File: config.mk
export PLATFORM = sky130hd
export DESIGN_NAME = tpm_touch_probe_motion
export DESIGN_NICKNAME = d
export VERILOG_FILES = /design/src/rtl/tpm_pkg.sv /design/src/rtl/tpm_probe_unit.sv /design/src/rtl/tpm_touch_probe_motion.sv
export SDC_FILE = /design/constraint.sdc
export NUM_CORES = 1
export LEC_CHECK = 0
export ABC_AREA = 1
export BUFFER_PORTS_ARGS = -buffer_cell sky130_fd_sc_hd__buf_2
export CAP_MARGIN = 10
export CORE_MARGIN = 8
export CORE_UTILIZATION = 29
export CTS_CLUSTER_SIZE = 28
export DETAILED_ROUTE_END_ITERATION = 12
export GPL_TIMING_DRIVEN = 0
export PLACE_DENSITY = 0.5
export SLEW_MARGIN = 15
export SYNTH_ARGS = -nofsm -noshare
export SYNTH_HDL_FRONTEND = slang
export SYNTH_SLANG_ARGS = --single-unit
File: constraint.sdc
create_clock -name core_clk -period 1.4 [get_ports core_clk]
set_clock_uncertainty 0.05 [all_clocks]
set_input_delay 0.07 -clock core_clk [delete_from_list [all_inputs] [get_ports core_clk]]
set_output_delay 0.07 -clock core_clk [all_outputs]
set_load 0.1 [all_outputs]
File: src/rtl/tpm_pkg.sv
// Package with object indices, field positions and reset values of the probe and motion objects.
package tpm_pkg;
   // Object dictionary indices.
   localparam logic [15:0] IDX_QUICK_STOP_DEC = 16'h6085;
   localparam logic [15:0] IDX_HOMING_METHOD = 16'h6098;
   localparam logic [15:0] IDX_HOMING_SPEED = 16'h6099;
   localparam logic [15:0] IDX_HOMING_ACCEL = 16'h609A;
   localparam logic [15:0] IDX_PROBE_FUNC = 16'h60B8;
   localparam logic [15:0] IDX_PROBE_STATUS = 16'h60B9;
   localparam logic [15:0] IDX_P1_RISE = 16'h60BA;
   localparam logic [15:0] IDX_P1_FALL = 16'h60BB;
   localparam logic [15:0] IDX_P2_RISE = 16'h60BC;
   localparam logic [15:0] IDX_P2_FALL = 16'h60BD;
   localparam logic [15:0] IDX_INPUT_MON = 16'h60FD;
   localparam logic [15:0] IDX_TARGET_SPEED = 16'h60FF;
   localparam logic [15:0] IDX_SUPPORTED_MODES = 16'h6502;
   // Subindices of the homing speed record.
   localparam logic [7:0] SUB_SPEED_FAST = 8'h01;
   localparam logic [7:0] SUB_SPEED_SLOW = 8'h02;
   // Reset values.
   localparam logic [31:0] RST_QUICK_STOP_DEC = 32'h0007A120;
   localparam logic [7:0] RST_HOMING_METHOD = 8'h11;
   localparam logic [7:0] HOMING_METHOD_MAX = 8'h23;
   localparam logic [31:0] RST_SPEED_FAST = 32'h00002710;
   localparam logic [31:0] RST_SPEED_SLOW = 32'h000007D0;
   localparam logic [31:0] RST_HOMING_ACCEL = 32'h000186A0;
   localparam logic [15:0] RST_PROBE_FUNC = 16'h0000;
   localparam logic [31:0] RST_CAPTURE = 32'h00000000;
   localparam logic [31:0] RST_TARGET_SPEED = 32'h00000000;
   localparam logic [31:0] SUPPORTED_MODES = 32'h000000A5;
   // Probe function word fields, probe n uses base 0 or 8.
   localparam int PF_ENABLE = 0;
   localparam int PF_RISE_EN = 4;
   localparam int PF_FALL_EN = 5;
   localparam int PROBE_STRIDE = 8;
   localparam logic [15:0] PF_WRITABLE = 16'h3131;
   // Probe status word fields.
   localparam int PS_ENABLE = 0;
   localparam int PS_RISE_DONE = 1;
   localparam int PS_FALL_DONE = 2;
   // Input monitor word fields.
   localparam int IM_CCW_LIMIT = 0;
   localparam int IM_CW_LIMIT = 1;
   localparam int IM_HOME = 2;
   localparam int IM_ISO_BASE = 16;
   localparam int ISO_COUNT = 6;
   // Supported mode bits.
   localparam int MODE_PROFILE_POSITION = 0;
   localparam int MODE_PROFILE_VELOCITY = 2;
   localparam int MODE_HOMING = 5;
   localparam int MODE_CYCLIC_SYNC_POSITION = 7;
endpackage

File: src/rtl/tpm_probe_unit.sv
// One touch probe: edge detection and rising and falling position capture.
`timescale 1ns/100ps
module tpm_probe_unit
(
   input wire logic core_clk,
   input wire logic reset,
   input wire logic clkEn,
   input wire logic probeIn,
   input wire logic probeEnable,
   input wire logic riseEnable,
   input wire logic fallEnable,
   input wire logic [31:0] actualPosition,
   output logic riseDone,
   output logic fallDone,
   output logic [31:0] riseCapture,
   output logic [31:0] fallCapture
);
   logic probePrev_r, probePrev_nxt;
   logic riseDone_r, riseDone_nxt, fallDone_r, fallDone_nxt;
   logic [31:0] riseCap_r, riseCap_nxt, fallCap_r, fallCap_nxt;
   logic riseEdge, fallEdge;

   always_comb
   begin
      riseEdge = probeIn & ~probePrev_r;
      fallEdge = ~probeIn & probePrev_r;
      probePrev_nxt = probeIn;
      riseCap_nxt = riseCap_r;
      fallCap_nxt = fallCap_r;
      riseDone_nxt = riseDone_r;
      fallDone_nxt = fallDone_r;
      // A disabled edge drops its flag so the next capture is armed.
      if (!(probeEnable && riseEnable))
      begin
         riseDone_nxt = 1'b0;
      end
      else if (riseEdge)
      begin
         riseCap_nxt = actualPosition;
         riseDone_nxt = 1'b1;
      end
      if (!(probeEnable && fallEnable))
      begin
         fallDone_nxt = 1'b0;
      end
      else if (fallEdge)
      begin
         fallCap_nxt = actualPosition;
         fallDone_nxt = 1'b1;
      end
   end

   always_ff @(posedge core_clk)
   begin
      if (reset)
      begin
         probePrev_r <= 1'b0;
         riseDone_r <= 1'b0;
         fallDone_r <= 1'b0;
         riseCap_r <= tpm_pkg::RST_CAPTURE;
         fallCap_r <= tpm_pkg::RST_CAPTURE;
      end
      else if (clkEn)
      begin
         probePrev_r <= probePrev_nxt;
         riseDone_r <= riseDone_nxt;
         fallDone_r <= fallDone_nxt;
         riseCap_r <= riseCap_nxt;
         fallCap_r <= fallCap_nxt;
      end
   end

   assign riseDone = riseDone_r;
   assign fallDone = fallDone_r;
   assign riseCapture = riseCap_r;
   assign fallCapture = fallCap_r;
endmodule

File: src/rtl/tpm_touch_probe_motion.sv
// Top of the touch probe and motion parameter object set.
//
// Summary of operation
// - On a limit or home hit in position, velocity or homing mode the quick-stop deceleration (default 500000) is issued.
// - The homing method is a signed 8-bit read-write value accepting 17 to 35 and resetting to 17.
// - Two unsigned 32-bit homing speeds are held, fast defaulting to 10000 and slow to 2000.
// - One homing acceleration, default 100000, sets both acceleration and deceleration while homing.
// - Probe function bits 0, 4 and 5 enable probe one, its rising latch and its falling latch.
// - Probe function bits 8, 12 and 13 do the same for probe two; other bits are reserved.
// - Each probe captures position into its rising latch on a rising edge and its falling latch on a falling edge.
// - Probe status bits 0, 1, 2 show probe one enabled, rising captured and falling captured; bits 3 to 7 read zero.
// - Probe status bits 8, 9, 10 show the same for probe two; bits 11 to 15 read zero.
// - Probe one has read-only rising and falling capture values that reset to zero.
// - Probe two has read-only rising and falling capture values that reset to zero.
// - The input monitor shows counterclockwise limit, clockwise limit and home in bits 0 to 2, active high.
// - Input monitor bits 16 to 21 show the six isolated inputs; other bits read zero.
// - The target speed is a signed 32-bit value whose sign picks direction and which resets to zero.
// - The supported-modes word is a read-only mask with bits 0, 2, 5 and 7 for the four modes.
// - The supported-modes word reads 0x000000A5.
`timescale 1ns/100ps
module tpm_touch_probe_motion
(
   input wire logic core_clk,
   input wire logic reset,
   input wire logic clkEn,
   input wire logic odWrite,
   input wire logic odRead,
   input wire logic [15:0] odIndex,
   input wire logic [7:0] odSubIndex,
   input wire logic [31:0] odWriteData,
   input wire logic [31:0] actualPosition,
   input wire logic ccwLimitIn,
   input wire logic cwLimitIn,
   input wire logic homeSensorIn,
   input wire logic [5:0] isolatedInputs,
   input wire logic probeOneIn,
   input wire logic probeTwoIn,
   input wire logic profilePositionMode,
   input wire logic profileVelocityMode,
   input wire logic homingMode,
   output logic [31:0] odReadData,
   output logic odAck,
   output logic odError,
   output logic [31:0] quickStopDecel,
   output logic quickStopRequest,
   output logic [7:0] homingMethod,
   output logic [31:0] homingSpeedFast,
   output logic [31:0] homingSpeedSlow,
   output logic [31:0] homingAccel,
   output logic [31:0] homingDecel,
   output logic [31:0] targetSpeed,
   output logic reverseDirection
);
   logic [31:0] qsDec_r, qsDec_nxt, spFast_r, spFast_nxt, spSlow_r, spSlow_nxt;
   logic [31:0] hAcc_r, hAcc_nxt, tSpeed_r, tSpeed_nxt;
   logic [7:0] hMethod_r, hMethod_nxt;
   logic [15:0] pFunc_r, pFunc_nxt;
   logic [31:0] rdData_r, rdData_nxt;
   logic ack_r, ack_nxt, err_r, err_nxt, qsReq_r, qsReq_nxt;
   logic [31:0] inMon_r, inMon_nxt;
   logic p1Rise, p1Fall, p2Rise, p2Fall;
   logic [31:0] p1RiseCap, p1FallCap, p2RiseCap, p2FallCap;
   logic [15:0] probeStatus;
   logic hit, known, writable;

   function automatic logic [2:0] probe_fields(input logic [15:0] func, input int base);
      probe_fields = {func[base + tpm_pkg::PF_FALL_EN], func[base + tpm_pkg::PF_RISE_EN],
                      func[base + tpm_pkg::PF_ENABLE]};
   endfunction

   tpm_probe_unit probeOne
   (
      .core_clk(core_clk),
      .reset(reset),
      .clkEn(clkEn),
      .probeIn(probeOneIn),
      .probeEnable(pFunc_r[tpm_pkg::PF_ENABLE]),
      .riseEnable(pFunc_r[tpm_pkg::PF_RISE_EN]),
      .fallEnable(pFunc_r[tpm_pkg::PF_FALL_EN]),
      .actualPosition(actualPosition),
      .riseDone(p1Rise),
      .fallDone(p1Fall),
      .riseCapture(p1RiseCap),
      .fallCapture(p1FallCap)
   );

   tpm_probe_unit probeTwo
   (
      .core_clk(core_clk),
      .reset(reset),
      .clkEn(clkEn),
      .probeIn(probeTwoIn),
      .probeEnable(pFunc_r[tpm_pkg::PROBE_STRIDE + tpm_pkg::PF_ENABLE]),
      .riseEnable(pFunc_r[tpm_pkg::PROBE_STRIDE + tpm_pkg::PF_RISE_EN]),
      .fallEnable(pFunc_r[tpm_pkg::PROBE_STRIDE + tpm_pkg::PF_FALL_EN]),
      .actualPosition(actualPosition),
      .riseDone(p2Rise),
      .fallDone(p2Fall),
      .riseCapture(p2RiseCap),
      .fallCapture(p2FallCap)
   );

   // Object access: decode and update of writable objects.
   always_comb
   begin
      probeStatus = 16'h0000;
      probeStatus[tpm_pkg::PS_ENABLE] = pFunc_r[tpm_pkg::PF_ENABLE];
      probeStatus[tpm_pkg::PS_RISE_DONE] = p1Rise;
      probeStatus[tpm_pkg::PS_FALL_DONE] = p1Fall;
      probeStatus[tpm_pkg::PROBE_STRIDE + tpm_pkg::PS_ENABLE] =
         pFunc_r[tpm_pkg::PROBE_STRIDE + tpm_pkg::PF_ENABLE];
      probeStatus[tpm_pkg::PROBE_STRIDE + tpm_pkg::PS_RISE_DONE] = p2Rise;
      probeStatus[tpm_pkg::PROBE_STRIDE + tpm_pkg::PS_FALL_DONE] = p2Fall;
      qsDec_nxt = qsDec_r;
      hMethod_nxt = hMethod_r;
      spFast_nxt = spFast_r;
      spSlow_nxt = spSlow_r;
      hAcc_nxt = hAcc_r;
      pFunc_nxt = pFunc_r;
      tSpeed_nxt = tSpeed_r;
      rdData_nxt = rdData_r;
      hit = odRead | odWrite;
      known = 1'b1;
      writable = 1'b0;
      rdData_nxt = 32'h00000000;
      unique case (odIndex)
         tpm_pkg::IDX_QUICK_STOP_DEC:
         begin
            rdData_nxt = qsDec_r;
            writable = 1'b1;
            if (odWrite)
            begin
               qsDec_nxt = odWriteData;
            end
         end
         tpm_pkg::IDX_HOMING_METHOD:
         begin
            rdData_nxt = {{24{hMethod_r[7]}}, hMethod_r};
            // Values outside the method range are refused so the sequence never sees them.
            writable = ($signed(odWriteData[7:0]) >= $signed(tpm_pkg::RST_HOMING_METHOD)) &&
                       ($signed(odWriteData[7:0]) <= $signed(tpm_pkg::HOMING_METHOD_MAX));
            if (odWrite && writable)
            begin
               hMethod_nxt = odWriteData[7:0];
            end
            if (odRead)
            begin
               writable = 1'b1;
            end
         end
         tpm_pkg::IDX_HOMING_SPEED:
         begin
            writable = 1'b1;
            if (odSubIndex == tpm_pkg::SUB_SPEED_FAST)
            begin
               rdData_nxt = spFast_r;
               if (odWrite)
               begin
                  spFast_nxt = odWriteData;
               end
            end
            else if (odSubIndex == tpm_pkg::SUB_SPEED_SLOW)
            begin
               rdData_nxt = spSlow_r;
               if (odWrite)
               begin
                  spSlow_nxt = odWriteData;
               end
            end
            else
            begin
               known = 1'b0;
            end
         end
         tpm_pkg::IDX_HOMING_ACCEL:
         begin
            rdData_nxt = hAcc_r;
            writable = 1'b1;
            if (odWrite)
            begin
               hAcc_nxt = odWriteData;
            end
         end
         tpm_pkg::IDX_PROBE_FUNC:
         begin
            rdData_nxt = {16'h0000, pFunc_r};
            writable = 1'b1;
            if (odWrite)
            begin
               pFunc_nxt = odWriteData[15:0] & tpm_pkg::PF_WRITABLE;
            end
         end
         tpm_pkg::IDX_PROBE_STATUS:
         begin
            rdData_nxt = {16'h0000, probeStatus};
         end
         tpm_pkg::IDX_P1_RISE:
         begin
            rdData_nxt = p1RiseCap;
         end
         tpm_pkg::IDX_P1_FALL:
         begin
            rdData_nxt = p1FallCap;
         end
         tpm_pkg::IDX_P2_RISE:
         begin
            rdData_nxt = p2RiseCap;
         end
         tpm_pkg::IDX_P2_FALL:
         begin
            rdData_nxt = p2FallCap;
         end
         tpm_pkg::IDX_INPUT_MON:
         begin
            rdData_nxt = inMon_r;
         end
         tpm_pkg::IDX_TARGET_SPEED:
         begin
            rdData_nxt = tSpeed_r;
            writable = 1'b1;
            if (odWrite)
            begin
               tSpeed_nxt = odWriteData;
            end
         end
         tpm_pkg::IDX_SUPPORTED_MODES:
         begin
            rdData_nxt = tpm_pkg::SUPPORTED_MODES;
         end
         default:
         begin
            known = 1'b0;
         end
      endcase
      if (!odRead)
      begin
         rdData_nxt = rdData_r;
      end
      ack_nxt = hit;
      err_nxt = hit & (~known | (odWrite & ~writable));
   end

   // Input monitor and quick-stop request; inputs are taken as synchronous.
   always_comb
   begin
      inMon_nxt = 32'h00000000;
      inMon_nxt[tpm_pkg::IM_CCW_LIMIT] = ccwLimitIn;
      inMon_nxt[tpm_pkg::IM_CW_LIMIT] = cwLimitIn;
      inMon_nxt[tpm_pkg::IM_HOME] = homeSensorIn;
      inMon_nxt[tpm_pkg::IM_ISO_BASE +: tpm_pkg::ISO_COUNT] = isolatedInputs;
      qsReq_nxt = (ccwLimitIn | cwLimitIn | homeSensorIn) &
                  (profilePositionMode | profileVelocityMode | homingMode);
   end

   always_ff @(posedge core_clk)
   begin
      if (reset)
      begin
         qsDec_r <= tpm_pkg::RST_QUICK_STOP_DEC;
         hMethod_r <= tpm_pkg::RST_HOMING_METHOD;
         spFast_r <= tpm_pkg::RST_SPEED_FAST;
         spSlow_r <= tpm_pkg::RST_SPEED_SLOW;
         hAcc_r <= tpm_pkg::RST_HOMING_ACCEL;
         pFunc_r <= tpm_pkg::RST_PROBE_FUNC;
         tSpeed_r <= tpm_pkg::RST_TARGET_SPEED;
         rdData_r <= 32'h00000000;
         ack_r <= 1'b0;
         err_r <= 1'b0;
         qsReq_r <= 1'b0;
         inMon_r <= 32'h00000000;
      end
      else if (clkEn)
      begin
         qsDec_r <= qsDec_nxt;
         hMethod_r <= hMethod_nxt;
         spFast_r <= spFast_nxt;
         spSlow_r <= spSlow_nxt;
         hAcc_r <= hAcc_nxt;
         pFunc_r <= pFunc_nxt;
         tSpeed_r <= tSpeed_nxt;
         rdData_r <= rdData_nxt;
         ack_r <= ack_nxt;
         err_r <= err_nxt;
         qsReq_r <= qsReq_nxt;
         inMon_r <= inMon_nxt;
      end
   end

   assign odReadData = rdData_r;
   assign odAck = ack_r;
   assign odError = err_r;
   assign quickStopDecel = qsDec_r;
   assign quickStopRequest = qsReq_r;
   assign homingMethod = hMethod_r;
   assign homingSpeedFast = spFast_r;
   assign homingSpeedSlow = spSlow_r;
   // The shared register keeps homing ramps symmetric.
   assign homingAccel = hAcc_r;
   assign homingDecel = hAcc_r;
   assign targetSpeed = tSpeed_r;
   assign reverseDirection = tSpeed_r[31];

   logic [2:0] p1Fields;
   assign p1Fields = probe_fields(pFunc_r, 0);

   AST_STATUS_MIRRORS_ENABLE: assert property (@(posedge core_clk) disable iff (reset)
      probeStatus[tpm_pkg::PS_ENABLE] == p1Fields[0] &&
      probeStatus[7:3] == 5'h00 && probeStatus[15:11] == 5'h00)
      else $error("Probe status enable or reserved bits wrong.");
   AST_RISE_CAPTURE: assert property (@(posedge core_clk) disable iff (reset)
      clkEn && probeOneIn && !$past(probeOneIn) && p1Fields[1:0] == 2'b11 && $past(clkEn)
      |=> p1Rise && p1RiseCap == $past(actualPosition))
      else $error("Rising capture missed.");
   AST_FLAG_CLEARS: assert property (@(posedge core_clk) disable iff (reset)
      clkEn && !p1Fields[0] |=> !p1Rise && !p1Fall)
      else $error("Capture flag not cleared.");
   AST_MODES_CONST: assert property (@(posedge core_clk) disable iff (reset)
      odAck && $past(odRead) && $past(odIndex) == tpm_pkg::IDX_SUPPORTED_MODES
      |-> odReadData == 32'h000000A5)
      else $error("Supported modes wrong.");
   AST_METHOD_RANGE: assert property (@(posedge core_clk) disable iff (reset)
      $signed(hMethod_r) >= 8'sd17 && $signed(hMethod_r) <= 8'sd35)
      else $error("Homing method out of range.");
   AST_HOMING_SYMMETRIC: assert property (@(posedge core_clk) disable iff (reset)
      homingAccel == homingDecel)
      else $error("Homing ramps differ.");
   AST_QUICK_STOP: assert property (@(posedge core_clk) disable iff (reset)
      clkEn && homingMode && homeSensorIn |=> quickStopRequest)
      else $error("Quick stop not requested.");
   AST_INPUT_MON: assert property (@(posedge core_clk) disable iff (reset)
      clkEn |=> inMon_r[21:16] == $past(isolatedInputs) && inMon_r[31:22] == 10'h000)
      else $error("Input monitor wrong.");
endmodule

==> metrics.json, run 1 <==
{
  "final-max-slew-violation-count": {"value": 0},
  "synth_cell_types": {"value": 33},
  "cts_tree": {"value": "built"},
  "synth.cell_area": {"value": 0.01602, "unit": "sq mm"},
  "worst_setup_hold_path_clk_slew": {"value": 60, "unit": "ps"},
  "timing.final.hold_violations": {"value": 0},
  "yosysWarnings": {"value": 0},
  "flops_latches_synth": {"value": 352},
  "layout-area-overhead-vs-synth": {"value": 42.60, "unit": "%"},
  "endpoint_kind": {"value": "flop"},
  "setup_viol_count_final": {"value": 1},
  "violations": {"value": "setup timing"},
  "syn-mean-instance-area": {"value": 6.766, "unit": "sq um"},
  "fin_crit": {"value": 1417, "unit": "ps"},
  "cts.root.buffer_cell": {"value": "clkbuf_16"},
  "ir_worst_vdd": {"value": 0.7026, "unit": "mV"},
  "grt_pass1_vias": {"value": 17225},
  "critical_path_peak_fanout": {"value": 8},
  "detailroute.via_count": {"value": 17422},
  "period_share": {"value": 101.2, "unit": "%"},
  "worstPathCellList": {"value": "dlygate4sd3_1, buf_2, nand2_2, inv_1, o21ai_0, a21oi_1, nand2_1, a21oi_1"},
  "fmax": {"value": 705.5, "unit": "MHz"},
  "timing.rr.end": {"value": "odReadData[11]"},
  "rrSetupSlack": {"value": 10, "unit": "ps"},
  "cell_family_contributing_the_most_delay_on_the_critical_path": {"value": "buffers and inverters"},
  "top_library_cells_by_usage_in_the_layout_fill_and_taps_aside": {"value": "nor2_1 (535), nand2_1 (494), buf_4 (230)"},
  "critPathCapture": {"value": "odError"},
  "setup_repair_after_global_routing_missed_its_margin": {"value": "yes"},
  "max_cap_viol_count": {"value": 0},
  "setup.worst_path.start": {"value": "odRead"},
  "grt_antenna_before_repair": {"value": 3},
  "critPathKind": {"value": "input pin to flop"},
  "die-area": {"value": 0.06302, "unit": "sq mm"},
  "globalRoute.totalOverflow": {"value": 0},
  "final_antenna_net_count": {"value": 0},
  "drcViolationCount": {"value": 0},
  "layout_commonest_cell": {"value": "nor2_1"},
  "synth_nets": {"value": 2475},
  "initial_utilization": {"value": 29.20, "unit": "%"},
  "cp_data_required_time": {"value": 1760, "unit": "ps"},
  "finalWirelength": {"value": 74360, "unit": "microns"},
  "place_congestion": {"value": 0.9415},
  "synth_cells": {"value": 2368},
  "h_tree_depth": {"value": 2},
  "die_h": {"value": 251.0, "unit": "microns"},
  "path_common_cell": {"value": "a21oi_1"},
  "worst_setup_path_start_kind": {"value": "input pin"},
  "timing.slew.headroom": {"value": 42.69, "unit": "%"},
  "dpl.hpwl": {"value": 58710, "unit": "microns"},
  "initial_drt_markers": {"value": 1254},
  "numPortBuffers": {"value": 340},
  "timing.hold.worst.class": {"value": "input pin to flop"},
  "clk-insertion-delay-late": {"value": 580, "unit": "ps"},
  "global_route.usage.total": {"value": 22.67, "unit": "%"},
  "nets": {"value": 2963},
  "cp_num_buf_inv": {"value": 3},
  "arrival_time_of_the_worst_setup_path": {"value": 1780, "unit": "ps"},
  "finalCoreUtilization": {"value": 41.63, "unit": "%"},
  "cts-buffers-inserted": {"value": 41},
  "ys_seq_area_share": {"value": 43.98, "unit": "%"},
  "final_critical_path_setup_slack": {"value": -17.35, "unit": "ps"},
  "power.leakage": {"value": 0.01044, "unit": "uW"},
  "layout_cells_sized_above_1": {"value": 29.52, "unit": "%"},
  "run_status": {"value": "finished with violations"},
  "pre_cts_slack": {"value": -1112, "unit": "ps"},
  "die_boundary_width": {"value": 251.0, "unit": "microns"},
  "worst_slew_pin_slew": {"value": 859.6, "unit": "ps"},
  "cellPowerDensity": {"value": 977.8, "unit": "mW/mm^2"},
  "drtPass1Iterations": {"value": 5},
  "pin_count_of_the_biggest_net_entering_global_routing": {"value": 13},
  "rr_startpoint": {"value": "homingMethod[7]"},
  "critical-path-slowest-cell": {"value": "dlygate4sd3_1"},
  "vias_per_cell": {"value": 4.850},
  "worst_r2r_path_depth": {"value": 7},
  "floorplan.io_pins": {"value": 343},
  "core": {"value": 0.05488, "unit": "sq mm"},
  "clk_path_buf_depth": {"value": 3},
  "critical_path.max_stage_delay": {"value": 530, "unit": "ps"},
  "placementRows": {"value": 86},
  "grt_pass1_wl": {"value": 109900, "unit": "microns"},
  "detail_route.wl_per_cell": {"value": 20.70, "unit": "microns"},
  "cp.depth": {"value": 8},
  "clkSinkCount": {"value": 352}
}
## cell type report
class	count	area, sq um
diodes	2	5.005
plain buffers	175	1171
clock buffers	62	1247
clock inverters	11	118.9
fillers	5715	32030
inverters	105	412.9
multi-input cells	1732	7826
flip-flops and latches	352	7313
well taps	704	880.8
repair buffers	449	3871
## tightest hold or removal path: stages
cell,delay [ps]
buf_2,150
inv_2,70
nor2_1,50
nand2_1,110
a221o_1,160
inv_1,40
## layer usage
layer  GRT usage, %  wire length [microns]
met1          27.45                  30820
met5              0                      9
met2          38.71                  35460
met4          9.395                   2752
met3          4.885                   5312
## cell families (layout without fill, tap and decap cells)
logic type / after synthesis / in the layout / share of synthesized area, %
simple gates: 1324 / 1324 / 33.92
other cells: 0 / 2 / 0
buf+inv: 284 / 802 / 8.614
compound gates: 408 / 408 / 13.48
flops: 352 / 352 / 43.98
## through the flow
| step | power, uW | TNS, ps | hold WS, ps | instances | area (sq um) |
|---|---|---|---|---|---|
| 2_1_floorplan | 10730 | -126.7 | 146.3 | 2368 | 16260 |
| 4_1_cts | 22470 | -46.77 | 45.39 | 3582 | 22470 |
| 6_report | 22340 | -17.35 | 90.68 | 3592 | 22850 |
| 3_3_place_gp | 11290 | -285570 | 245.7 | 3412 | 18840 |
| 5_1_grt | 22930 | -176.0 | 116.4 | 3591 | 22840 |
| 3_5_place_dp | 11300 | -284470 | 247.5 | 3412 | 18840 |
## synth_stat cells (all sizes together)
library cell	number	share of area [%]
a21oi	114	3.6
a221o	2	0.12
a311oi	1	0.055
a31oi	1	0.039
buf	93	4.1
clkbuf	86	2.0
clkinv	3	0.078
dfxtp	352	44
inv	102	2.4
nand2	517	12
nand3	217	6.9
nand4	5	0.20
nor2	581	14
nor3	3	0.23
nor4	1	0.039
o211ai	22	1.3
o21a	1	0.047
o21ai	267	8.3
## state kept, by name (all words and copies together), names as in the netlist, 9 cells and up
name                  cells
homingAccel              32
homingSpeedSlow          32
probeOne.riseCapture     32
probeOne.fallCapture     32
odReadData               32
inMon_r                   9
targetSpeed              32
homingSpeedFast          32
probeTwo.riseCapture     32
probeTwo.fallCapture     32
quickStopDecel           32
## worst min path at each step
| stage | from | to | slack (ps) | cells after the start |
|---|---|---|---|---|
| floorplan | odWriteData[15] | homingAccel[15] | 150 | 2 |
| global placement | isolatedInputs[2] | inMon_r[18] | 250 | 3 |
| detailed placement | isolatedInputs[1] | inMon_r[17] | 250 | 3 |
| CTS | clkEn | probeOne.fallDone | 50 | 6 |
| global route | odWrite | odAck | 120 | 3 |
| finish | clkEn | probeOne.fallDone | 90 | 6 |
## repair_timing
action	in CTS	in global routing
hold buffers	86	0
cloned	1	0
pin swaps	4	19
setup buffers	13	11
hold endpoints to repair	320	0
setup endpoints to repair	522	229
gates resized for setup	464	166
## power by group
group	switching [uW]	leakage [uW]	internal (uW)
Clock	4530	0.000674	6520
Sequential	25.6	0.00291	10000
Combinational	847	0.00686	415
Total	5400	0.0104	16900
(Power assumes the default switching activity.)
==> inputs of run 2 (changes only) <==
--- a/config.mk
+++ b/config.mk
@@ -12,8 +12,10 @@
 export CORE_UTILIZATION = 29
 export CTS_CLUSTER_SIZE = 28
 export DETAILED_ROUTE_END_ITERATION = 12
+export GPL_ROUTABILITY_DRIVEN = 0
 export GPL_TIMING_DRIVEN = 0
 export PLACE_DENSITY = 0.5
+export SETUP_SLACK_MARGIN = 0.2
 export SLEW_MARGIN = 15
 export SYNTH_ARGS = -nofsm -noshare
 export SYNTH_HDL_FRONTEND = slang
==> metrics.json, run 2 (synthesized netlist as in run 1, its figures left out) <==
{
  "endpoint_kind": {"value": "flop"},
  "timing.slew.headroom": {"value": 45.23, "unit": "%", "change": "+2.5 points"},
  "final_critical_path_setup_slack": {"value": -10.30, "unit": "ps", "change": "+7.056 ps"},
  "placementRows": {"value": 86, "change": "unchanged"},
  "fin_total_pwr": {"value": 22780, "unit": "uW", "change": "+2.0%"},
  "period_share": {"value": 100.7, "unit": "%", "change": "-0.50 points"},
  "setup_repair_after_global_routing_missed_its_margin": {"value": "yes"},
  "cts_tree": {"value": "built"},
  "numPlacedInstances": {"value": 3412, "change": "unchanged"},
  "layout_cells_sized_above_1": {"value": 39.46, "unit": "%", "change": "+9.9 points"},
  "pin_count_of_the_biggest_net_entering_global_routing": {"value": 13, "change": "unchanged"},
  "final_cell_count_no_fill": {"value": 3652, "change": "+1.7%"},
  "grt_pass1_wl": {"value": 113300, "unit": "microns", "change": "+3.1%"},
  "grt_pass1_vias": {"value": 17857, "change": "+3.7%"},
  "vias_per_cell": {"value": 5.047, "change": "+4.1%"},
  "detailroute.via_count": {"value": 18432, "change": "+5.8%"},
  "drtPass1Iterations": {"value": 5, "change": "unchanged"},
  "cts.root.buffer_cell": {"value": "clkbuf_16"},
  "rrSetupSlack": {"value": -10, "unit": "ps", "change": "-20 ps"},
  "die_boundary_width": {"value": 251.0, "unit": "microns", "change": "unchanged"},
  "arrival_time_of_the_worst_setup_path": {"value": 1840, "unit": "ps", "change": "+60 ps"},
  "clk_path_buf_depth": {"value": 3, "change": "unchanged"},
  "clk-insertion-delay-late": {"value": 570, "unit": "ps", "change": "about the same"},
  "ir_worst_vdd": {"value": 0.7200, "unit": "mV", "change": "+2.5%"},
  "initial_drt_markers": {"value": 1459, "change": "+16%"},
  "totalNegativeSetupSlack": {"value": -10.30, "unit": "ps", "change": "+7.056 ps"},
  "final_antenna_net_count": {"value": 0, "change": "unchanged"},
  "cts-buffers-inserted": {"value": 43, "change": "+4.9%"},
  "timing.hold.worst.class": {"value": "input pin to flop"},
  "global_route.usage.total": {"value": 23.55, "unit": "%", "change": "+0.88 points"},
  "power.leakage": {"value": 0.01168, "unit": "uW", "change": "+12%"},
  "setup_viol_count_final": {"value": 1, "change": "unchanged"},
  "drcViolationCount": {"value": 0, "change": "unchanged"},
  "setup.worst_path.start": {"value": "homingMethod[7]"},
  "layout_commonest_cell": {"value": "nand2_1"},
  "worst_r2r_path_depth": {"value": 7, "change": "unchanged"},
  "path_common_cell": {"value": "nand2_1"},
  "final-max-slew-violation-count": {"value": 0, "change": "unchanged"},
  "clkSinkCount": {"value": 352, "change": "unchanged"},
  "max_cap_viol_count": {"value": 0, "change": "unchanged"},
  "nets": {"value": 3021, "change": "+2.0%"},
  "initial_utilization": {"value": 29.20, "unit": "%", "change": "unchanged"},
  "finalWirelength": {"value": 79250, "unit": "microns", "change": "+6.6%"},
  "floorplan.io_pins": {"value": 343, "change": "unchanged"},
  "globalRoute.totalOverflow": {"value": 0, "change": "unchanged"},
  "timing.rr.end": {"value": "odReadData[31]"},
  "dpl.hpwl": {"value": 60180, "unit": "microns", "change": "+2.5%"},
  "critical_path_peak_fanout": {"value": 6, "change": "-2"},
  "fmax": {"value": 709.1, "unit": "MHz", "change": "+0.50%"},
  "worst_setup_path_start_kind": {"value": "flop"},
  "top_library_cells_by_usage_in_the_layout_fill_and_taps_aside": {"value": "nand2_1 (456), nor2_1 (444), o21ai_0 (162)"},
  "worstPathCellList": {"value": "nand3_4, buf_8, nand3_2, nor2_1, nand2_1, nand2_1, a21oi_1"},
  "critPathKind": {"value": "flop to flop"},
  "critPathCapture": {"value": "odReadData[31]"},
  "h_tree_depth": {"value": 2, "change": "unchanged"},
  "hold-worst-slack": {"value": -20.64, "unit": "ps", "change": "-111.3 ps"},
  "violations": {"value": "hold timing, setup timing"},
  "run_status": {"value": "finished with violations"},
  "fin_crit": {"value": 1410, "unit": "ps", "change": "-7.056 ps"},
  "numPortBuffers": {"value": 340, "change": "unchanged"},
  "die_h": {"value": 251.0, "unit": "microns", "change": "unchanged"},
  "finalCoreUtilization": {"value": 47.98, "unit": "%", "change": "+6.3 points"},
  "cp_data_required_time": {"value": 1830, "unit": "ps", "change": "+70 ps"},
  "detail_route.wl_per_cell": {"value": 21.70, "unit": "microns", "change": "+4.8%"},
  "grt_antenna_before_repair": {"value": 1, "change": "-2"},
  "layout-area-overhead-vs-synth": {"value": 64.33, "unit": "%"},
  "die-area": {"value": 0.06302, "unit": "sq mm", "change": "unchanged"},
  "critical-path-slowest-cell": {"value": "dfxtp_4"},
  "timing.final.hold_violations": {"value": 1, "change": "+1"},
  "core": {"value": 0.05488, "unit": "sq mm", "change": "unchanged"},
  "cellPowerDensity": {"value": 865.1, "unit": "mW/mm^2", "change": "-12%"},
  "fillers": {"value": 5360, "change": "-6.2%"},
  "worst_slew_pin_slew": {"value": 821.6, "unit": "ps", "change": "-38.03 ps"},
  "critical_path.max_stage_delay": {"value": 370, "unit": "ps", "change": "-160 ps"},
  "worst_setup_hold_path_clk_slew": {"value": 60, "unit": "ps", "change": "about the same"},
  "rr_startpoint": {"value": "homingMethod[7]"}
}
-- run 2: routing by layer --
layer / global-route usage, % / share of wire [%] / up-vias
li1: - / - / 8709
met1: 31.28 / 43 / 8887
met2: 37.83 / 46 / 704
met3: 5.226 / 8.0 / 132
met4: 7.250 / 3.0 / 0
met5: 0 / 0 / -
-- run 2: what timing repair did --
| action | CTS | global route |
|---|---|---|
| pin swaps | 5 | 52 |
| buffers inserted | 35 | 30 |
| hold endpoints to repair | 320 | 0 |
| hold buffers | 87 | 0 |
| endpoints found under the setup margin | 545 | 516 |
| gates cloned | 3 | 8 |
| resized for setup | 590 | 571 |
-- run 2: worst min path at each step --
stage / from / endpoint / slack [ps] / cells past startpoint
6_report: probeTwoIn / probeTwo.riseDone / -20 / 5
5_1_grt: probeTwoIn / probeTwo.riseDone / 4 / 5
4_1_cts: clkEn / probeTwo.fallDone / 50 / 7
3_5_place_dp: homeSensorIn / inMon_r[2] / 310 / 3
3_3_place_gp: actualPosition[31] / probeOne.fallCapture[31] / 300 / 3
2_1_floorplan: odWriteData[1] / homingSpeedFast[1] / 140 / 2
-- run 2: power breakdown --
part           switching [uW]  total (uW)  internal [uW]
Combinational             934        1380            451
Sequential               22.7        9820           9800
Clock                    4580       11600           6990
-- run 2: layout make-up --
type	count	area, sq um	share of cell area (%)
Antenna cell	1	2.502	0.009504
Buffer	179	1714	6.510
Clock buffer	68	1354	5.142
Clock inverter	10	105.1	0.3992
Inverter	105	466.7	1.773
Multi-Input combinational cell	1732	8853	33.63
Sequential cell	352	7630	28.98
Tap cell	704	880.8	3.346
Timing Repair Buffer	501	5323	20.22
-- run 2: critical path: cells and delay by family, from the launching register on --
kind / cells / cell delay, ps
DFF: 1 / 370
AOI/OAI and AO/OA: 1 / 120
buffers and inverters: 1 / 230
and+or+nand+nor: 5 / 550
-- run 2: through the flow --
step	worst slack, ps	instance area [sq um]
5_1_grt	-32.81	26330
6_report	-10.30	26330
3_3_place_gp	-884.7	19590
3_5_place_dp	-974.7	19590
2_1_floorplan	-52.31	17010
4_1_cts	17.24	24020
